==> config.mk <==
export PLATFORM = sky130hd
export DESIGN_NAME = fsmc_top
export DESIGN_NICKNAME = d
export VERILOG_FILES = /design/src/hw/fsmc_pkg.sv /design/src/hw/fsmc_top.sv
export SDC_FILE = /design/constraint.sdc
export NUM_CORES = 1
export LEC_CHECK = 0
export ABC_AREA = 1
export ABC_CLOCK_PERIOD_IN_PS = 6350
export CORE_ASPECT_RATIO = 1.5
export CORE_MARGIN = 2
export CORE_UTILIZATION = 65
export CTS_CLUSTER_SIZE = 28
export DETAILED_ROUTE_END_ITERATION = 7
export DONT_BUFFER_PORTS = 1
export PLACE_DENSITY_LB_ADDON = 0.2
export SLEW_MARGIN = 20
export SYNTH_ARGS = -nofsm -noshare
export SYNTH_HDL_FRONTEND = slang
export SYNTH_SLANG_ARGS = --single-unit
==> constraint.sdc <==
create_clock -name MCLK -period 6.35 [get_ports MCLK]
set_clock_uncertainty 0.1 [all_clocks]
set_input_delay 0.635 -clock MCLK [delete_from_list [all_inputs] [get_ports MCLK]]
set_output_delay 0.635 -clock MCLK [all_outputs]
set_load 0.05 [all_outputs]
==> src/hw/fsmc_pkg.sv <==
`default_nettype none
package fsmc_pkg;
	// register byte offsets
	localparam logic [7:0] OFS_STAT = 8'h00; // status flags, launch
	localparam logic [7:0] OFS_IDX = 8'h04; // parameter slot index
	localparam logic [7:0] OFS_PARAM = 8'h08; // first parameter word
	localparam logic [7:0] OFS_PARAM_END = 8'h1C; // last parameter word
	localparam logic [7:0] OFS_CFG = 8'h20; // key enable, mode, protect
	localparam logic [7:0] OFS_STATE = 8'h24; // security and margins
	// status register bits
	localparam int B_CC = 7; // command complete
	localparam int B_ACC = 5; // access error
	localparam int B_PV = 4; // protection violation
	localparam int B_VE = 1; // verify error
	localparam int B_UE = 0; // uncorrectable error
	// configuration register bits
	localparam int B_BACKDOOR_KEY_ENABLE_FIELD = 0; // two-bit key enable field
	localparam int B_SPECIAL = 2; // special operating mode
	localparam int B_PROT = 3; // some region protected
	// state register bits
	localparam int B_SEC = 0; // secured
	localparam int B_LOCK = 1; // key mismatched since reset
	localparam int B_PFM = 2; // program flash margin, 3 bits
	localparam int B_EEM = 5; // data flash margin, 3 bits
	// reset values
	localparam logic [3:0] CFG_RST = 4'h0;
	localparam logic SEC_RST = 1'b1;
	localparam logic [2:0] MARGIN_NORMAL = 3'h0;
	// command codes
	localparam logic [7:0] CMD_UNSEC = 8'h0B;
	localparam logic [7:0] CMD_KEY = 8'h0C;
	localparam logic [7:0] CMD_UMARG = 8'h0D;
	localparam logic [7:0] CMD_FMARG = 8'h0E;
	// required slot index at launch
	localparam logic [2:0] IDX_UNSEC = 3'h0;
	localparam logic [2:0] IDX_KEY = 3'h4;
	localparam logic [2:0] IDX_MARG = 3'h2;
	localparam logic [1:0] BACKDOOR_KEY_ENABLE_FIELD_ON = 2'h2;
	// highest valid margin settings
	localparam logic [15:0] UMARG_MAX = 16'h0002;
	localparam logic [15:0] FMARG_MAX = 16'h0004;
	// stored key and block map
	localparam logic [23:0] KEY_BASE = 24'hFF_FE00;
	localparam logic [23:0] KEY_STEP = 24'h00_0002;
	localparam logic [1:0] KEY_LAST = 2'h3;
	localparam logic [7:0] EE_BLOCK = 8'h10;
	localparam logic [7:0] PF_BLOCK_LO = 8'hC0;
	localparam logic [1:0] KIND_NONE = 2'h0;
	localparam logic [1:0] KIND_PF = 2'h1;
	localparam logic [1:0] KIND_EE = 2'h2;
	// sequencer states
	typedef enum logic [3:0] {
		S_IDLE = 4'h1,
		S_CHECK = 4'h2,
		S_ERASE = 4'h4,
		S_KEY = 4'h8
	} fsmc_state_t;
endpackage : fsmc_pkg
`default_nettype wire

==> src/hw/fsmc_top.sv <==
`timescale 1ns/100ps
`default_nettype none
// Notes on behaviour
// [RQ1] unsecure erases all, verifies, then releases
// [RQ2] failed verify sets verify error, security kept
// [RQ3] unsecure needs slot index 000
// [RQ4] unsecure refused when anything protected
// [RQ5] uncorrectable sets both error flags
// [RQ6] host writes nothing while command runs
// [RQ7] complete flag set after unsecure ends
// [RQ8] key check needs key enable 10
// [RQ9] key command 0x0C, index 100
// [RQ10] keys compared in order from 0xFF_FE00
// [RQ11] mismatch locks key command until reset
// [RQ12] user margin 0x0D, index 010
// [RQ13] user margins 0, 1, 2 accepted
// [RQ14] bad margin value gives access error
// [RQ15] unknown block address gives access error
// [RQ16] program flash margin covers both arrays
// [RQ17] margin stored on the same edge the complete flag is set
// [RQ18] field margin 0x0E only in special mode
// [RQ19] field margin also accepts 3 and 4
// [RQ20] command illegal in mode gives access error
// [RQ21] margin holds until changed or reset
module fsmc_top (
	input wire logic MCLK,
	input wire logic ARST_N,
	input wire logic WB_CYC,
	input wire logic WB_STB,
	input wire logic WB_WE,
	input wire logic [7:0] WB_ADR,
	input wire logic [3:0] WB_SEL,
	input wire logic [31:0] WB_DAT_I,
	output logic [31:0] WB_DAT_O,
	output logic WB_ACK,
	output logic ERASE_REQ,
	input wire logic ERASE_DONE,
	input wire logic VERIFY_ERR,
	input wire logic VERIFY_UNCORR,
	output logic [23:0] KEY_ADDR,
	input wire logic [15:0] KEY_DATA,
	output logic SECURED,
	output logic [2:0] PF_MARGIN,
	output logic [2:0] EE_MARGIN
);

	// byte-lane merge of a 16-bit register
	function automatic logic [15:0] lane(
		input logic [15:0] old,
		input logic [31:0] dat,
		input logic [3:0] sel
	);
		lane = old;
		if (sel[0])
		begin
			lane[7:0] = dat[7:0];
		end
		if (sel[1])
		begin
			lane[15:8] = dat[15:8];
		end
	endfunction : lane

	// which array a global address names
	function automatic logic [1:0] blk_kind(input logic [23:0] a);
		if (a[23:16] == fsmc_pkg::EE_BLOCK)
		begin
			blk_kind = fsmc_pkg::KIND_EE;
		end
		else if (a[23:16] >= fsmc_pkg::PF_BLOCK_LO)
		begin
			blk_kind = fsmc_pkg::KIND_PF;
		end
		else
		begin
			blk_kind = fsmc_pkg::KIND_NONE;
		end
	endfunction : blk_kind

	logic [1:0] rst_pipe; // reset release stages
	logic rst_n; // synchronised reset
	logic ack; // bus acknowledge
	logic req; // request waiting for ack
	logic fire; // request completes this edge
	logic wr_ok; // write allowed, no command running
	logic launch; // command start
	logic command_complete_flag; // command complete flag
	logic acc; // access error flag
	logic pv; // protection violation flag
	logic ve; // verify error flag
	logic ue; // uncorrectable error flag
	logic [2:0] idx; // parameter slot index
	logic [15:0] param [0:5]; // command parameter words
	logic [3:0] cfg; // configuration bits
	logic sec; // security engaged
	logic key_lock; // key mismatched since reset
	logic [2:0] pf_m; // program flash margin
	logic [2:0] ee_m; // data flash margin
	logic [23:0] key_addr; // stored key word address
	fsmc_pkg::fsmc_state_t state; // sequencer state
	fsmc_pkg::fsmc_state_t next_state; // following state
	logic [7:0] cmd; // command code
	logic [23:0] gaddr; // global block address
	logic [1:0] kind; // targeted array
	logic [2:0] kslot; // parameter slot of current key
	logic chk_acc; // launch check: access error
	logic chk_pv; // launch check: protection
	logic ev_done; // command finished
	logic ev_release; // security released
	logic ev_ve; // verify error event
	logic ev_ue; // uncorrectable event
	logic ev_miss; // key mismatch event
	logic ev_margin; // store margin event

	// reset release through two stages
	always_ff @(posedge MCLK or negedge ARST_N)
	begin
		if (!ARST_N)
		begin
			rst_pipe <= 2'h0;
		end
		else
		begin
			rst_pipe <= {rst_pipe[0], 1'b1};
		end
	end
	assign rst_n = rst_pipe[1];

	// bus handshake, one wait state
	assign req = WB_CYC & WB_STB & ~ack;
	assign fire = WB_CYC & WB_STB & ack;
	assign wr_ok = fire & WB_WE & command_complete_flag; // [RQ6]
	assign launch = wr_ok & (WB_ADR == fsmc_pkg::OFS_STAT)
		& WB_SEL[0] & WB_DAT_I[fsmc_pkg::B_CC];
	assign WB_ACK = ack;

	// acknowledge, dropped the cycle after
	always_ff @(posedge MCLK or negedge rst_n)
	begin
		if (!rst_n)
		begin
			ack <= 1'b0;
		end
		else
		begin
			ack <= req;
		end
	end

	// read data, unmapped reads as zero
	always_ff @(posedge MCLK or negedge rst_n)
	begin
		if (!rst_n)
		begin
			WB_DAT_O <= 32'h0000_0000;
		end
		else if (req)
		begin
			WB_DAT_O <= 32'h0000_0000;
			case (WB_ADR)
				fsmc_pkg::OFS_STAT: WB_DAT_O[7:0] <= {command_complete_flag, 1'b0, acc, pv, 2'h0, ve, ue};
				fsmc_pkg::OFS_IDX: WB_DAT_O[2:0] <= idx;
				fsmc_pkg::OFS_CFG: WB_DAT_O[3:0] <= cfg;
				fsmc_pkg::OFS_STATE: WB_DAT_O[7:0] <= {ee_m, pf_m, key_lock, sec};
				default:
				begin
					// parameter words, 4 bytes apart
					if (WB_ADR >= fsmc_pkg::OFS_PARAM && WB_ADR <= fsmc_pkg::OFS_PARAM_END
						&& WB_ADR[1:0] == 2'h0)
					begin
						WB_DAT_O[15:0] <= param[3'(WB_ADR[7:2] - 6'h02)];
					end
				end
			endcase
		end
	end

	// slot index and configuration writes
	always_ff @(posedge MCLK or negedge rst_n)
	begin
		if (!rst_n)
		begin
			idx <= 3'h0;
			cfg <= fsmc_pkg::CFG_RST;
		end
		else if (wr_ok && WB_SEL[0])
		begin
			if (WB_ADR == fsmc_pkg::OFS_IDX)
			begin
				idx <= WB_DAT_I[2:0];
			end
			if (WB_ADR == fsmc_pkg::OFS_CFG)
			begin
				cfg <= WB_DAT_I[3:0];
			end
		end
	end

	// parameter word writes
	always_ff @(posedge MCLK or negedge rst_n)
	begin
		if (!rst_n)
		begin
			for (int i = 0; i < 6; i++)
			begin
				param[i] <= 16'h0000;
			end
		end
		else if (wr_ok && WB_ADR >= fsmc_pkg::OFS_PARAM
			&& WB_ADR <= fsmc_pkg::OFS_PARAM_END && WB_ADR[1:0] == 2'h0)
		begin
			param[3'(WB_ADR[7:2] - 6'h02)] <= lane(param[3'(WB_ADR[7:2] - 6'h02)],
				WB_DAT_I, WB_SEL);
		end
	end

	// command fields from the parameter words
	assign cmd = param[0][15:8];
	assign gaddr = {param[0][7:0], param[1]};
	assign kind = blk_kind(gaddr);
	assign kslot = {1'b0, key_addr[2:1]} + 3'h1;

	// launch checks per command
	always_comb
	begin
		chk_acc = 1'b0;
		chk_pv = 1'b0;
		case (cmd)
			fsmc_pkg::CMD_UNSEC:
			begin
				chk_acc = (idx != fsmc_pkg::IDX_UNSEC); // [RQ3]
				chk_pv = cfg[fsmc_pkg::B_PROT]; // [RQ4]
			end
			fsmc_pkg::CMD_KEY:
			begin
				chk_acc = (idx != fsmc_pkg::IDX_KEY) // [RQ9]
					| (cfg[fsmc_pkg::B_BACKDOOR_KEY_ENABLE_FIELD +: 2] != fsmc_pkg::BACKDOOR_KEY_ENABLE_FIELD_ON) // [RQ8]
					| key_lock; // [RQ11]
			end
			fsmc_pkg::CMD_UMARG:
			begin
				chk_acc = (idx != fsmc_pkg::IDX_MARG) // [RQ12]
					| (kind == fsmc_pkg::KIND_NONE) // [RQ15]
					| (param[2] > fsmc_pkg::UMARG_MAX); // [RQ13] [RQ14]
			end
			fsmc_pkg::CMD_FMARG:
			begin
				chk_acc = (idx != fsmc_pkg::IDX_MARG)
					| (kind == fsmc_pkg::KIND_NONE)
					| (param[2] > fsmc_pkg::FMARG_MAX) // [RQ19]
					| ~cfg[fsmc_pkg::B_SPECIAL]; // [RQ18] [RQ20]
			end
			default: chk_acc = 1'b1; // not a command of this block
		endcase
	end

	// sequencer next state and events
	always_comb
	begin
		next_state = state;
		ev_done = 1'b0;
		ev_release = 1'b0;
		ev_ve = 1'b0;
		ev_ue = 1'b0;
		ev_miss = 1'b0;
		ev_margin = 1'b0;
		case (state)
			fsmc_pkg::S_IDLE:
			begin
				if (launch)
				begin
					next_state = fsmc_pkg::S_CHECK;
				end
			end
			fsmc_pkg::S_CHECK:
			begin
				if (chk_acc || chk_pv)
				begin
					// refused, complete at once
					ev_done = 1'b1;
					next_state = fsmc_pkg::S_IDLE;
				end
				else if (cmd == fsmc_pkg::CMD_UNSEC)
				begin
					next_state = fsmc_pkg::S_ERASE; // [RQ1]
				end
				else if (cmd == fsmc_pkg::CMD_KEY)
				begin
					next_state = fsmc_pkg::S_KEY;
				end
				else
				begin
					ev_margin = 1'b1; // [RQ17]
					ev_done = 1'b1;
					next_state = fsmc_pkg::S_IDLE;
				end
			end
			fsmc_pkg::S_ERASE:
			begin
				if (ERASE_DONE)
				begin
					ev_ve = VERIFY_ERR | VERIFY_UNCORR; // [RQ2] [RQ5]
					ev_ue = VERIFY_UNCORR; // [RQ5]
					ev_release = ~(VERIFY_ERR | VERIFY_UNCORR); // [RQ1]
					ev_done = 1'b1; // [RQ7]
					next_state = fsmc_pkg::S_IDLE;
				end
			end
			fsmc_pkg::S_KEY:
			begin
				if (KEY_DATA != param[kslot])
				begin
					ev_miss = 1'b1; // [RQ11]
					ev_done = 1'b1;
					next_state = fsmc_pkg::S_IDLE;
				end
				else if (key_addr[2:1] == fsmc_pkg::KEY_LAST)
				begin
					ev_release = 1'b1; // [RQ10]
					ev_done = 1'b1;
					next_state = fsmc_pkg::S_IDLE;
				end
			end
			default: next_state = fsmc_pkg::S_IDLE;
		endcase
	end

	// state register
	always_ff @(posedge MCLK or negedge rst_n)
	begin
		if (!rst_n)
		begin
			state <= fsmc_pkg::S_IDLE;
		end
		else
		begin
			state <= next_state;
		end
	end
	assign ERASE_REQ = (state == fsmc_pkg::S_ERASE);

	// stored key walk, one word per cycle
	always_ff @(posedge MCLK or negedge rst_n)
	begin
		if (!rst_n)
		begin
			key_addr <= fsmc_pkg::KEY_BASE;
		end
		else if (state == fsmc_pkg::S_CHECK)
		begin
			key_addr <= fsmc_pkg::KEY_BASE; // [RQ10]
		end
		else if (state == fsmc_pkg::S_KEY && KEY_DATA == param[kslot])
		begin
			key_addr <= key_addr + fsmc_pkg::KEY_STEP;
		end
	end
	assign KEY_ADDR = key_addr;

	// complete flag, cleared by launch
	always_ff @(posedge MCLK or negedge rst_n)
	begin
		if (!rst_n)
		begin
			command_complete_flag <= 1'b1;
		end
		else if (ev_done)
		begin
			command_complete_flag <= 1'b1;
		end
		else if (launch)
		begin
			command_complete_flag <= 1'b0;
		end
	end

	// error flags: acc and pv write one to clear, ve and ue cleared by launch, set wins
	always_ff @(posedge MCLK or negedge rst_n)
	begin
		if (!rst_n)
		begin
			acc <= 1'b0;
			pv <= 1'b0;
			ve <= 1'b0;
			ue <= 1'b0;
		end
		else
		begin
			if ((state == fsmc_pkg::S_CHECK && chk_acc) || ev_miss)
			begin
				acc <= 1'b1;
			end
			else if (wr_ok && WB_ADR == fsmc_pkg::OFS_STAT && WB_SEL[0] && WB_DAT_I[fsmc_pkg::B_ACC])
			begin
				acc <= 1'b0;
			end
			if (state == fsmc_pkg::S_CHECK && chk_pv)
			begin
				pv <= 1'b1;
			end
			else if (wr_ok && WB_ADR == fsmc_pkg::OFS_STAT && WB_SEL[0] && WB_DAT_I[fsmc_pkg::B_PV])
			begin
				pv <= 1'b0;
			end
			if (ev_ve)
			begin
				ve <= 1'b1;
			end
			else if (launch)
			begin
				ve <= 1'b0; // verify result is per command
			end
			if (ev_ue)
			begin
				ue <= 1'b1;
			end
			else if (launch)
			begin
				ue <= 1'b0;
			end
		end
	end

	// security state and key lock
	always_ff @(posedge MCLK or negedge rst_n)
	begin
		if (!rst_n)
		begin
			sec <= fsmc_pkg::SEC_RST;
			key_lock <= 1'b0;
		end
		else
		begin
			if (ev_release)
			begin
				sec <= 1'b0;
			end
			if (ev_miss)
			begin
				key_lock <= 1'b1; // [RQ11]
			end
		end
	end
	assign SECURED = sec;

	// read margins per array
	always_ff @(posedge MCLK or negedge rst_n)
	begin
		if (!rst_n)
		begin
			pf_m <= fsmc_pkg::MARGIN_NORMAL; // [RQ21]
			ee_m <= fsmc_pkg::MARGIN_NORMAL;
		end
		else if (ev_margin)
		begin
			ee_m <= param[2][2:0]; // [RQ16]
			if (kind == fsmc_pkg::KIND_PF)
			begin
				pf_m <= param[2][2:0];
			end
		end
	end
	assign PF_MARGIN = pf_m;
	assign EE_MARGIN = ee_m;
endmodule : fsmc_top
`default_nettype wire

==> impl_results.md, run 1 <==
- Final TNS setup: 0 ns
- Critical Setup Path Class: reg2reg
- Clk_lat worst skew: roughly 0.45 ns
- Min-delay worst type: in2reg
- Synth Flop Type: dfrtp_1
- DP HPWL: 19.7 mm
- Largest net degree at the start of global routing: 79
- Layout cells sized above 1: 6.46%
- CTS sink count: 162
- Avg Cell Area, Syn: roughly 7 µm²
- Register area share after synthesis: between 40% and 50%
- Area Growth Syn to Fin: 5.39%
- Maximum VDD drop: about 0.19 mV
- Final hold violations: 0
- Post-CTS setup buffers: 0
- CP cell instances: ha_1 > inv_2 > nand3_1 > o21ai_1 > nand2_1 > nand2_1 > nand2_1 > nand2_1 > nor2_1 > nand2_1 > nor2_4 > nand3_2 > nand2_4 > nand2_1 > nand2_1
- Die Y: about 150 µm
- Dpl ws: 2.23 ns
- Critical Path End Type: register
- Syn. warnings: 0
- RSZ-0062 raised after global routing: no
- Gp weighted congestion: about 0.95
- Worst path arrival time: between 4 and 5 ns
- CTS H-tree depth: 4
- # port buffers: 0
- IO Pins: 133
- Most frequent cells in the layout: nand2_1, o21ai_0, inv_1
- Max Fclk: 232 MHz
- Crit share post-route: about 68%
- Fillers: ~1300
- Clock Pin Slew Worst Setup and Hold Paths: roughly 0.070 ns
- DRC viols: 1
- Drt pass-1 iters: 8
- Peak fanout along the critical path: 25
- Clk root buf: clkbuf_16
- Worst setup SP type: register
- PD cells: 314 nW/µm²
- Vias: 8967
- Commonest non-fill, non-tap cell in the layout: nand2_1
- CP top delay family: simple AND/OR/NAND/NOR gates
- First-pass GRT wire length: approximately 45 mm
- Outcome: complete, but fails checks
- Inserted Clock Buffers: 17
- CP required: between 6 and 7 ns
- CORE AREA: 14400 µm²
- Starting density of the core: around two thirds
- Area of the multi-input gates: around 4500 µm²
- Max cap viols: 0
- GRT Residual Overflow: 0
- Initial antenna violation count: 0
- Storage cell area: between 4000 and 5000 µm²
- GR Util All Layers: between 30% and 40%
- ANT nets after route: 0
- Tmin final: between 4 and 5 ns
- Failing checks: DRC
- NumNets Final: between 1000 and 1500
- Post-Syn Instances: around 1300
- WL/cell: 18.8 µm
- Slowest cell on the critical path: ha_1
- Slew Limit Fails: 0
- Mean number of vias per cell: 5.93
- Yosys cell types: 46
- Die Wd: just over 100 µm
- Layout Utilization: a little over two thirds
- Clock Path Buffers: 2
- N_diodes: 0
- Cell repeated most along the worst path: nand2_1
- Pleak: between 0.004 and 0.005 µW
- Worst Setup Slack, final: 2.04 ns
- Actual slew at the worst max-slew pin: between 1 and 1.5 ns
- EDFF count, synth: 0
- Row Count: between 50 and 60
- Final setup fails: 0
- #FFs+latches synth: between 150 and 200
- Ys async rst share: 100%
- Critical path's largest stage delay: slightly above 0.9 ns
- Synth Cell Area: ~9500 µm²
- Initial DRC Count: between 800 and 900
- Vias in the first global route: around 8500
- Relative slew slack: between 20% and 30%
- Drt total wl: ~28 mm
- Crit path buffers/inverters: 1
- Die area: between 15000 and 20000 µm²
- CTS tree: yes
==> final timing paths <==
check,startpoint,end,slack [ns],cells after the start
worst max-delay path,KEY_ADDR[2]$_DFFE_PN0P_,KEY_ADDR[23]$_DFFE_PN1P_,2.04,15
worst min-delay path,ERASE_DONE,state[2]$_DFFE_PN0P_,0.20,1
worst max register to register,KEY_ADDR[2]$_DFFE_PN0P_,KEY_ADDR[23]$_DFFE_PN1P_,2.04,15
worst min register to register,rst_pipe[1]$_DFF_PN0_,param[13]$_DFFE_PN0P_,0.24,0
max in group asynchronous,rst_pipe[1]$_DFF_PN0_,gaddr[6]$_DFFE_PN0P_,4.62,1
min in group asynchronous,rst_pipe[1]$_DFF_PN0_,param[13]$_DFFE_PN0P_,0.24,0
==> kinds of logic (layout without fill, tap and decap cells) <==
group / count (synthesis) / in the layout / share of synthesized area [%]
and+or+nand+nor: 677 / 677 / 29.6
xor gates and xnor gates: 9 / 9 / 0.831
DFF: 162 / 162 / 43.0
adders and majority gates: 4 / 4 / 0.527
buffers and inverters: 223 / 188 / 10.4
AOI/OAI and AO/OA: 258 / 258 / 15.6
other: 2 / 18 / 0.0791
==> stage by stage <==
step / cells / area, µm² / power [µW] / hold slack (ns)
3_5_place_dp: 1478 / 9420 / 2140 / 0.239
5_1_grt: 1512 / 10000 / 3290 / 0.219
6_report: 1512 / 10000 / 3140 / 0.197
3_3_place_gp: 1478 / 9420 / 2130 / 0.237
4_1_cts: 1511 / 9990 / 3130 / 0.194
2_1_floorplan: 1351 / 9550 / 1990 / 0.231
==> worst reg2reg max path: stages (launching register included) <==
cell and delay (ns):
dfrtp_1 0.62, ha_1 0.92, inv_2 0.40, nand3_1 0.20, o21ai_1 0.17, nand2_1 0.13, nand2_1 0.07, nand2_1 0.06
nand2_1 0.04, nor2_1 0.09, nand2_1 0.10, nor2_4 0.23, nand3_2 0.51, nand2_4 0.45, nand2_1 0.10, nand2_1 0.08
==> Yosys cell counts, drive strengths merged (11+ instances only) <==
cell      n  area (µm²)
buf      41         307
dfrtp   144        3600
clkbuf   34         128
nor2     86         348
nand4    12        75.1
or2      13        81.3
nand3    92         465
dfstp    18         473
o22ai    16         100
a21oi    11        55.1
inv     147         552
nor3     18        90.1
nand2   448        1690
o211ai   22         170
o21ai   177         886
==> registers in the layout, indices dropped and copies added, names as in the netlist, 2 cells and up <==
register	cells
EE_MARGIN	3
KEY_ADDR	23
PF_MARGIN	3
WB_DAT_O	16
cfg	4
cmd	8
gaddr	24
idx	3
param	64
rst_pipe	2
state	4
==> routing by layer <==
| layer | vias up | track usage, % | share of wire (%) |
|---|---|---|---|
| met3 | 125 | 6.85 | 6.6 |
| met1 | 4191 | 43.5 | 36 |
| met2 | 405 | 61.1 | 49 |
| met4 | 0 | 28.9 | 8.5 |
| met5 | - | 0 | 0 |
| li1 | 4246 | - | - |
==> layout make-up <==
| type | count | share of cell area, % |
|---|---|---|
| clock buffer | 18 | 4.29 |
| clock inverter | 14 | 1.31 |
| inverter | 148 | 5.55 |
| multi-input combinational | 966 | 44.9 |
| sequential | 162 | 40.8 |
| tap | 196 | 2.45 |
| timing repair buffer | 8 | 0.701 |
==> timing repair <==
item,in CTS,in global routing
hold buffers,1,0
hold endpoints to repair,2,0
gates resized for setup,0,0
==> power by group <==
group / switching, µW / internal [µW]
Clock: 451 / 543
Combinational: 608 / 232
Sequential: 199 / 1110
Total: 1260 / 1890
No activity file was read; power rests on OpenSTA's default activity.
==> run 2, diff against run 1 <==
--- a/config.mk
+++ b/config.mk
@@ -5,11 +5,11 @@
 export SDC_FILE = /design/constraint.sdc
 export NUM_CORES = 1
 export LEC_CHECK = 0
-export ABC_AREA = 1
-export ABC_CLOCK_PERIOD_IN_PS = 6350
+export ABC_AREA = 0
+export ABC_CLOCK_PERIOD_IN_PS = 4300
 export CORE_ASPECT_RATIO = 1.5
 export CORE_MARGIN = 2
-export CORE_UTILIZATION = 65
+export CORE_UTILIZATION = 64
 export CTS_CLUSTER_SIZE = 28
 export DETAILED_ROUTE_END_ITERATION = 7
 export DONT_BUFFER_PORTS = 1
==> constraint.sdc (replaced) <==
create_clock -name MCLK -period 4.3 [get_ports MCLK]
set_clock_uncertainty 0.1 [all_clocks]
set_input_delay 0.43 -clock MCLK [delete_from_list [all_inputs] [get_ports MCLK]]
set_output_delay 0.43 -clock MCLK [all_outputs]
set_load 0.05 [all_outputs]
==> run 2 against run 1 <==
Net effect: combinational power is 84% lower; synthesized cell count is 40% lower; final area down 0.39%; cell count is 35% lower; the run now ends clean; worst setup slack worse by 1.7 ns; critical endpoint is now KEY_ADDR[16]$_DFFE_PN1P_; register-to-register slack got worse by 1.7 ns; sequential power rose by 18%; global-route usage is 4.4 points lower; non-clock buffer count is 7 higher.
==> impl_results.md, run 2 <==
- Final hold slack: 0.0316 ns (was 0.197 ns)
- IO Pins: 133 (unchanged)
- Area Growth Syn to Fin: 7.52% (was 5.39%)
- Actual slew at the worst max-slew pin: 1.08 ns (was 1.15 ns)
- NetSw: 755 µW (was 1260 µW)
- Die Wd: 102 µm (was 103 µm)
- Hold Crit Start: WB_DAT_I[2] (was ERASE_DONE)
- Critical Setup Path Class: reg2reg (unchanged)
- Initial DRC Count: 480 (was 820)
- CTS sink count: 162 (unchanged)
- Critical Path End Type: register (unchanged)
- Internal: 2430 µW (was 1890 µW)
- RSZ-0062 raised after global routing: no (unchanged)
- Worst path arrival time: 4.23 ns (was 4.59 ns)
- Sequential Power Share: 48.4% (was 41.6%)
- Inserted Clock Buffers: 17 (unchanged)
- Number of hold buffers added after CTS: 1 (unchanged)
- Worst r2r dst: KEY_ADDR[16]$_DFFE_PN1P_ (was KEY_ADDR[23]$_DFFE_PN1P_)
- Syn. warnings: 0 (unchanged)
- CP required: 4.56 ns (was 6.63 ns)
- WL/cell: 25.1 µm (was 18.8 µm)
- Relative slew slack: 27.9% (was 22.5%)
- Die area: 15500 µm² (was 15600 µm²)
- Final hold violations: 0 (unchanged)
- Top cell type's share of synthesized area: 38.9% (was 38.0%)
- GR Util All Layers: 33.5% (was 37.9%)
- First-pass GRT wire length: 38.5 mm (was 44.6 mm)
- Most frequent cells in the layout: mux2_2, dfrtp_1, nand2_1 (was nand2_1, o21ai_0, inv_1)
- Outcome: finished, final reports clean (was complete, but fails checks)
- CP top delay family: simple AND/OR/NAND/NOR gates (unchanged)
- Post-CTS setup buffers: 0 (unchanged)
- GRT Residual Overflow: 0 (unchanged)
- Largest reg by FF count: param (unchanged)
- Min-delay worst type: in2reg (unchanged)
- Register area share after synthesis: 44.0% (was 43.0%)
- Comb power frac: 4.3% (was 26.7%)
- Depth of the worst hold-timing path: 2 (was 1)
- Final TNS setup: 0 ns (unchanged)
- #FFs+latches synth: 162 (unchanged)
- Mean number of vias per cell: 6.82 (was 5.93)
- Largest net degree at the start of global routing: 79 (unchanged)
- Die Y: 151 µm (was 152 µm)
- Worst setup SP type: register (unchanged)
- Slew Limit Fails: 0 (unchanged)
- Synth top area cells: dfrtp_1, mux2_2, mux4_2 (was dfrtp_1, nand2_1, o21ai_0)
- Peak fanout along the critical path: 40 (was 25)
- Gp weighted congestion: 0.893 (was 0.950)
- Busiest grt layer: met2 (unchanged)
- R2r setup slk: 0.33 ns (was 2.04 ns)
- Max cap viols: 0 (unchanged)
- NumNets Final: 857 (was 1375)
- Final setup fails: 0 (unchanged)
- Placed inst area: 9370 µm² (was 9420 µm²)
- Area of the multi-input gates: 4820 µm² (was 4490 µm²)
- Clk_lat worst skew: 0.43 ns (was 0.45 ns)
- EDFF count, synth: 0 (unchanged)
- Pleak: 0.00439 µW (was 0.00465 µW)
- CTS tree: yes (unchanged)
- ANT nets after route: 0 (unchanged)
- Clk root buf: clkbuf_16 (unchanged)
- Post-Syn Instances: 797 (was 1335)
- DRC viols: 0 (was 1)
- Starting density of the core: 65.9% (about the same)
- Number of flip-flops in the largest register: 64 (unchanged)
- Row Count: 53 (was 54)
- Vias in the first global route: 7113 (was 8484)
- Crit path buffers/inverters: 1 (unchanged)
- Ys async rst share: 100% (unchanged)
- Max Fclk: 252 MHz (was 232 MHz)
- Net Sw Frac: 23.7% (was 40.0%)
- Synth Flop Type: dfrtp_1 (unchanged)
- Clock Power Share: 47.4% (was 31.6%)
- Worst Setup Slack, final: 0.330 ns (was 2.04 ns)
- N_diodes: 0 (unchanged)
- Drt total wl: 24.9 mm (was 28.4 mm)
- Critical R2R Launch: KEY_ADDR[1]$_DFFE_PN0P_ (was KEY_ADDR[2]$_DFFE_PN0P_)
- R2r worst-path depth: 9 (was 15)
- Drt pass-1 iters: 5 (was 8)
- Met3 usage: 8.35% (was 6.85%)
- Dpl ws: 0.433 ns (was 2.23 ns)
- Design area: 9960 µm² (was 10000 µm²)
- Crit share post-route: 92.3% (was 67.8%)
- DP HPWL: 17.4 mm (was 19.7 mm)
- Met2 usage: 56.3% (was 61.1%)
- Avg Cell Area, Syn: 11.6 µm² (was 7.11 µm²)
- Critical path's largest stage delay: 0.69 ns (was 0.91 ns)
- Fillers: 994 (was 1274)
- # port buffers: 0 (unchanged)
- Vias: 6754 (was 8967)
- CP cell instances: ha_1 > nor2b_1 > buf_4 > and3_1 > a211oi_1 > a2111oi_2 > nand4_4 > or4_1 > nand3_1 (was ha_1 > inv_2 > nand3_1 > o21ai_1 > nand2_1 > nand2_1 > nand2_1 > nand2_1 > nor2_1 > nand2_1 > nor2_4 > nand3_2 > nand2_4 > nand2_1 > nand2_1)
- PD cells: 319 nW/µm² (was 314 nW/µm²)
- Yosys top cell by area: dfrtp_1 (unchanged)
- Hold Path Sink: idx[2]$_DFFE_PN0P_ (was state[2]$_DFFE_PN0P_)
- Commonest non-fill, non-tap cell in the layout: mux2_2 (was nand2_1)
- Synth top cells by count: dfrtp_1, mux2_2, nand2_1, mux2i_1 (was nand2_1, o21ai_0, dfrtp_1, inv_1, nand3_1)
- Synth Cell Area: 9270 µm² (was 9490 µm²)
- Clock Pin Slew Worst Setup and Hold Paths: 0.06 ns (was 0.07 ns)
- CORE AREA: 14100 µm² (was 14400 µm²)
- Maximum VDD drop: 0.269 mV (was 0.192 mV)
- CTS H-tree depth: 4 (unchanged)
- Layout cells sized above 1: 31.2% (was 6.46%)
- Cts repair resizes: 0 (unchanged)
- Initial antenna violation count: 0 (unchanged)
- Tmin final: 3.97 ns (was 4.31 ns)
- GR Util met1: 37.8% (was 43.5%)
- Clock Path Buffers: 2 (unchanged)
- Yosys cell types: 65 (was 46)
- Storage cell area: 4080 µm² (unchanged)
- Slowest cell on the critical path: or4_1 (was ha_1)
==> run 2: cell types whose count changed after synthesis, moves of 16 or more <==
cell      change
o21ai_0     -144
inv_1       -117
mux2_2      +144
o211ai_1     -16
nor2_1       -55
nand2_1     -400
mux2i_1      +36
mux4_2       +25
nand3_1      -75
==> run 2: per-stage QoR <==
stage / power [µW] / std cells / utilization, %
3_5_place_dp: 1700 / 957 / 66.6
6_report: 3180 / 990 / 70.9
5_1_grt: 3270 / 990 / 70.9
4_1_cts: 3190 / 990 / 70.9
3_3_place_gp: 1700 / 957 / 66.6
2_1_floorplan: 1700 / 813 / -
==> run 2: metal layers <==
layer  vias up  share of wire [%]
li1       2954                  -
met1      3436                 36
met2       278                 51
met3        86                7.0
met4         0                5.9
met5         -                  0
==> run 2: kinds of logic (layout without fill, tap and decap cells) <==
logic type	Yosys count	in the layout	synth area share [%]
AND/OR/NAND/NOR	192	192	11.3
multiplexers	207	207	27.8
flip-flops	162	162	44.0
other	2	18	0.0811
AO/OA/AOI/OAI	135	135	10.9
buffers and inverters	88	73	4.78
adder cells (fa/ha/maj)	4	4	0.540
XOR/XNOR	7	7	0.662
==> run 2: cell type report <==
| cell class | instances | share of cell area [%] |
|---|---|---|
| Multi-Input combinational cell | 563 | 48.4 |
| Sequential cell | 162 | 41.0 |
| Clock buffer | 17 | 4.27 |
| Tap cell | 192 | 2.41 |
| Clock inverter | 15 | 1.60 |
| Timing Repair Buffer | 15 | 1.41 |
| Inverter | 26 | 0.980 |
==> run 2: power by group through the flow <==
stage | combinational [µW] | sequential [µW] | clock, µW
2_1_floorplan | 119 | 1580 | 0
3_3_place_gp | 131 | 1570 | 0
3_5_place_dp | 135 | 1570 | 0
4_1_cts | 137 | 1540 | 1520
5_1_grt | 148 | 1540 | 1580
6_report | 136 | 1540 | 1510
==> run 2: worst max path at each step <==
stage,startpoint,to,slack [ns],cells past startpoint
3_3_place_gp,KEY_ADDR[1]$_DFFE_PN0P_,KEY_ADDR[22]$_DFFE_PN1P_,0.58,9
3_5_place_dp,KEY_ADDR[1]$_DFFE_PN0P_,KEY_ADDR[16]$_DFFE_PN1P_,0.43,9
2_1_floorplan,KEY_ADDR[2]$_DFFE_PN0P_,KEY_ADDR[11]$_DFFE_PN1P_,1.00,10
6_report,KEY_ADDR[1]$_DFFE_PN0P_,KEY_ADDR[16]$_DFFE_PN1P_,0.33,9
5_1_grt,KEY_ADDR[1]$_DFFE_PN0P_,KEY_ADDR[16]$_DFFE_PN1P_,0.23,9
4_1_cts,KEY_ADDR[1]$_DFFE_PN0P_,KEY_ADDR[16]$_DFFE_PN1P_,0.39,9
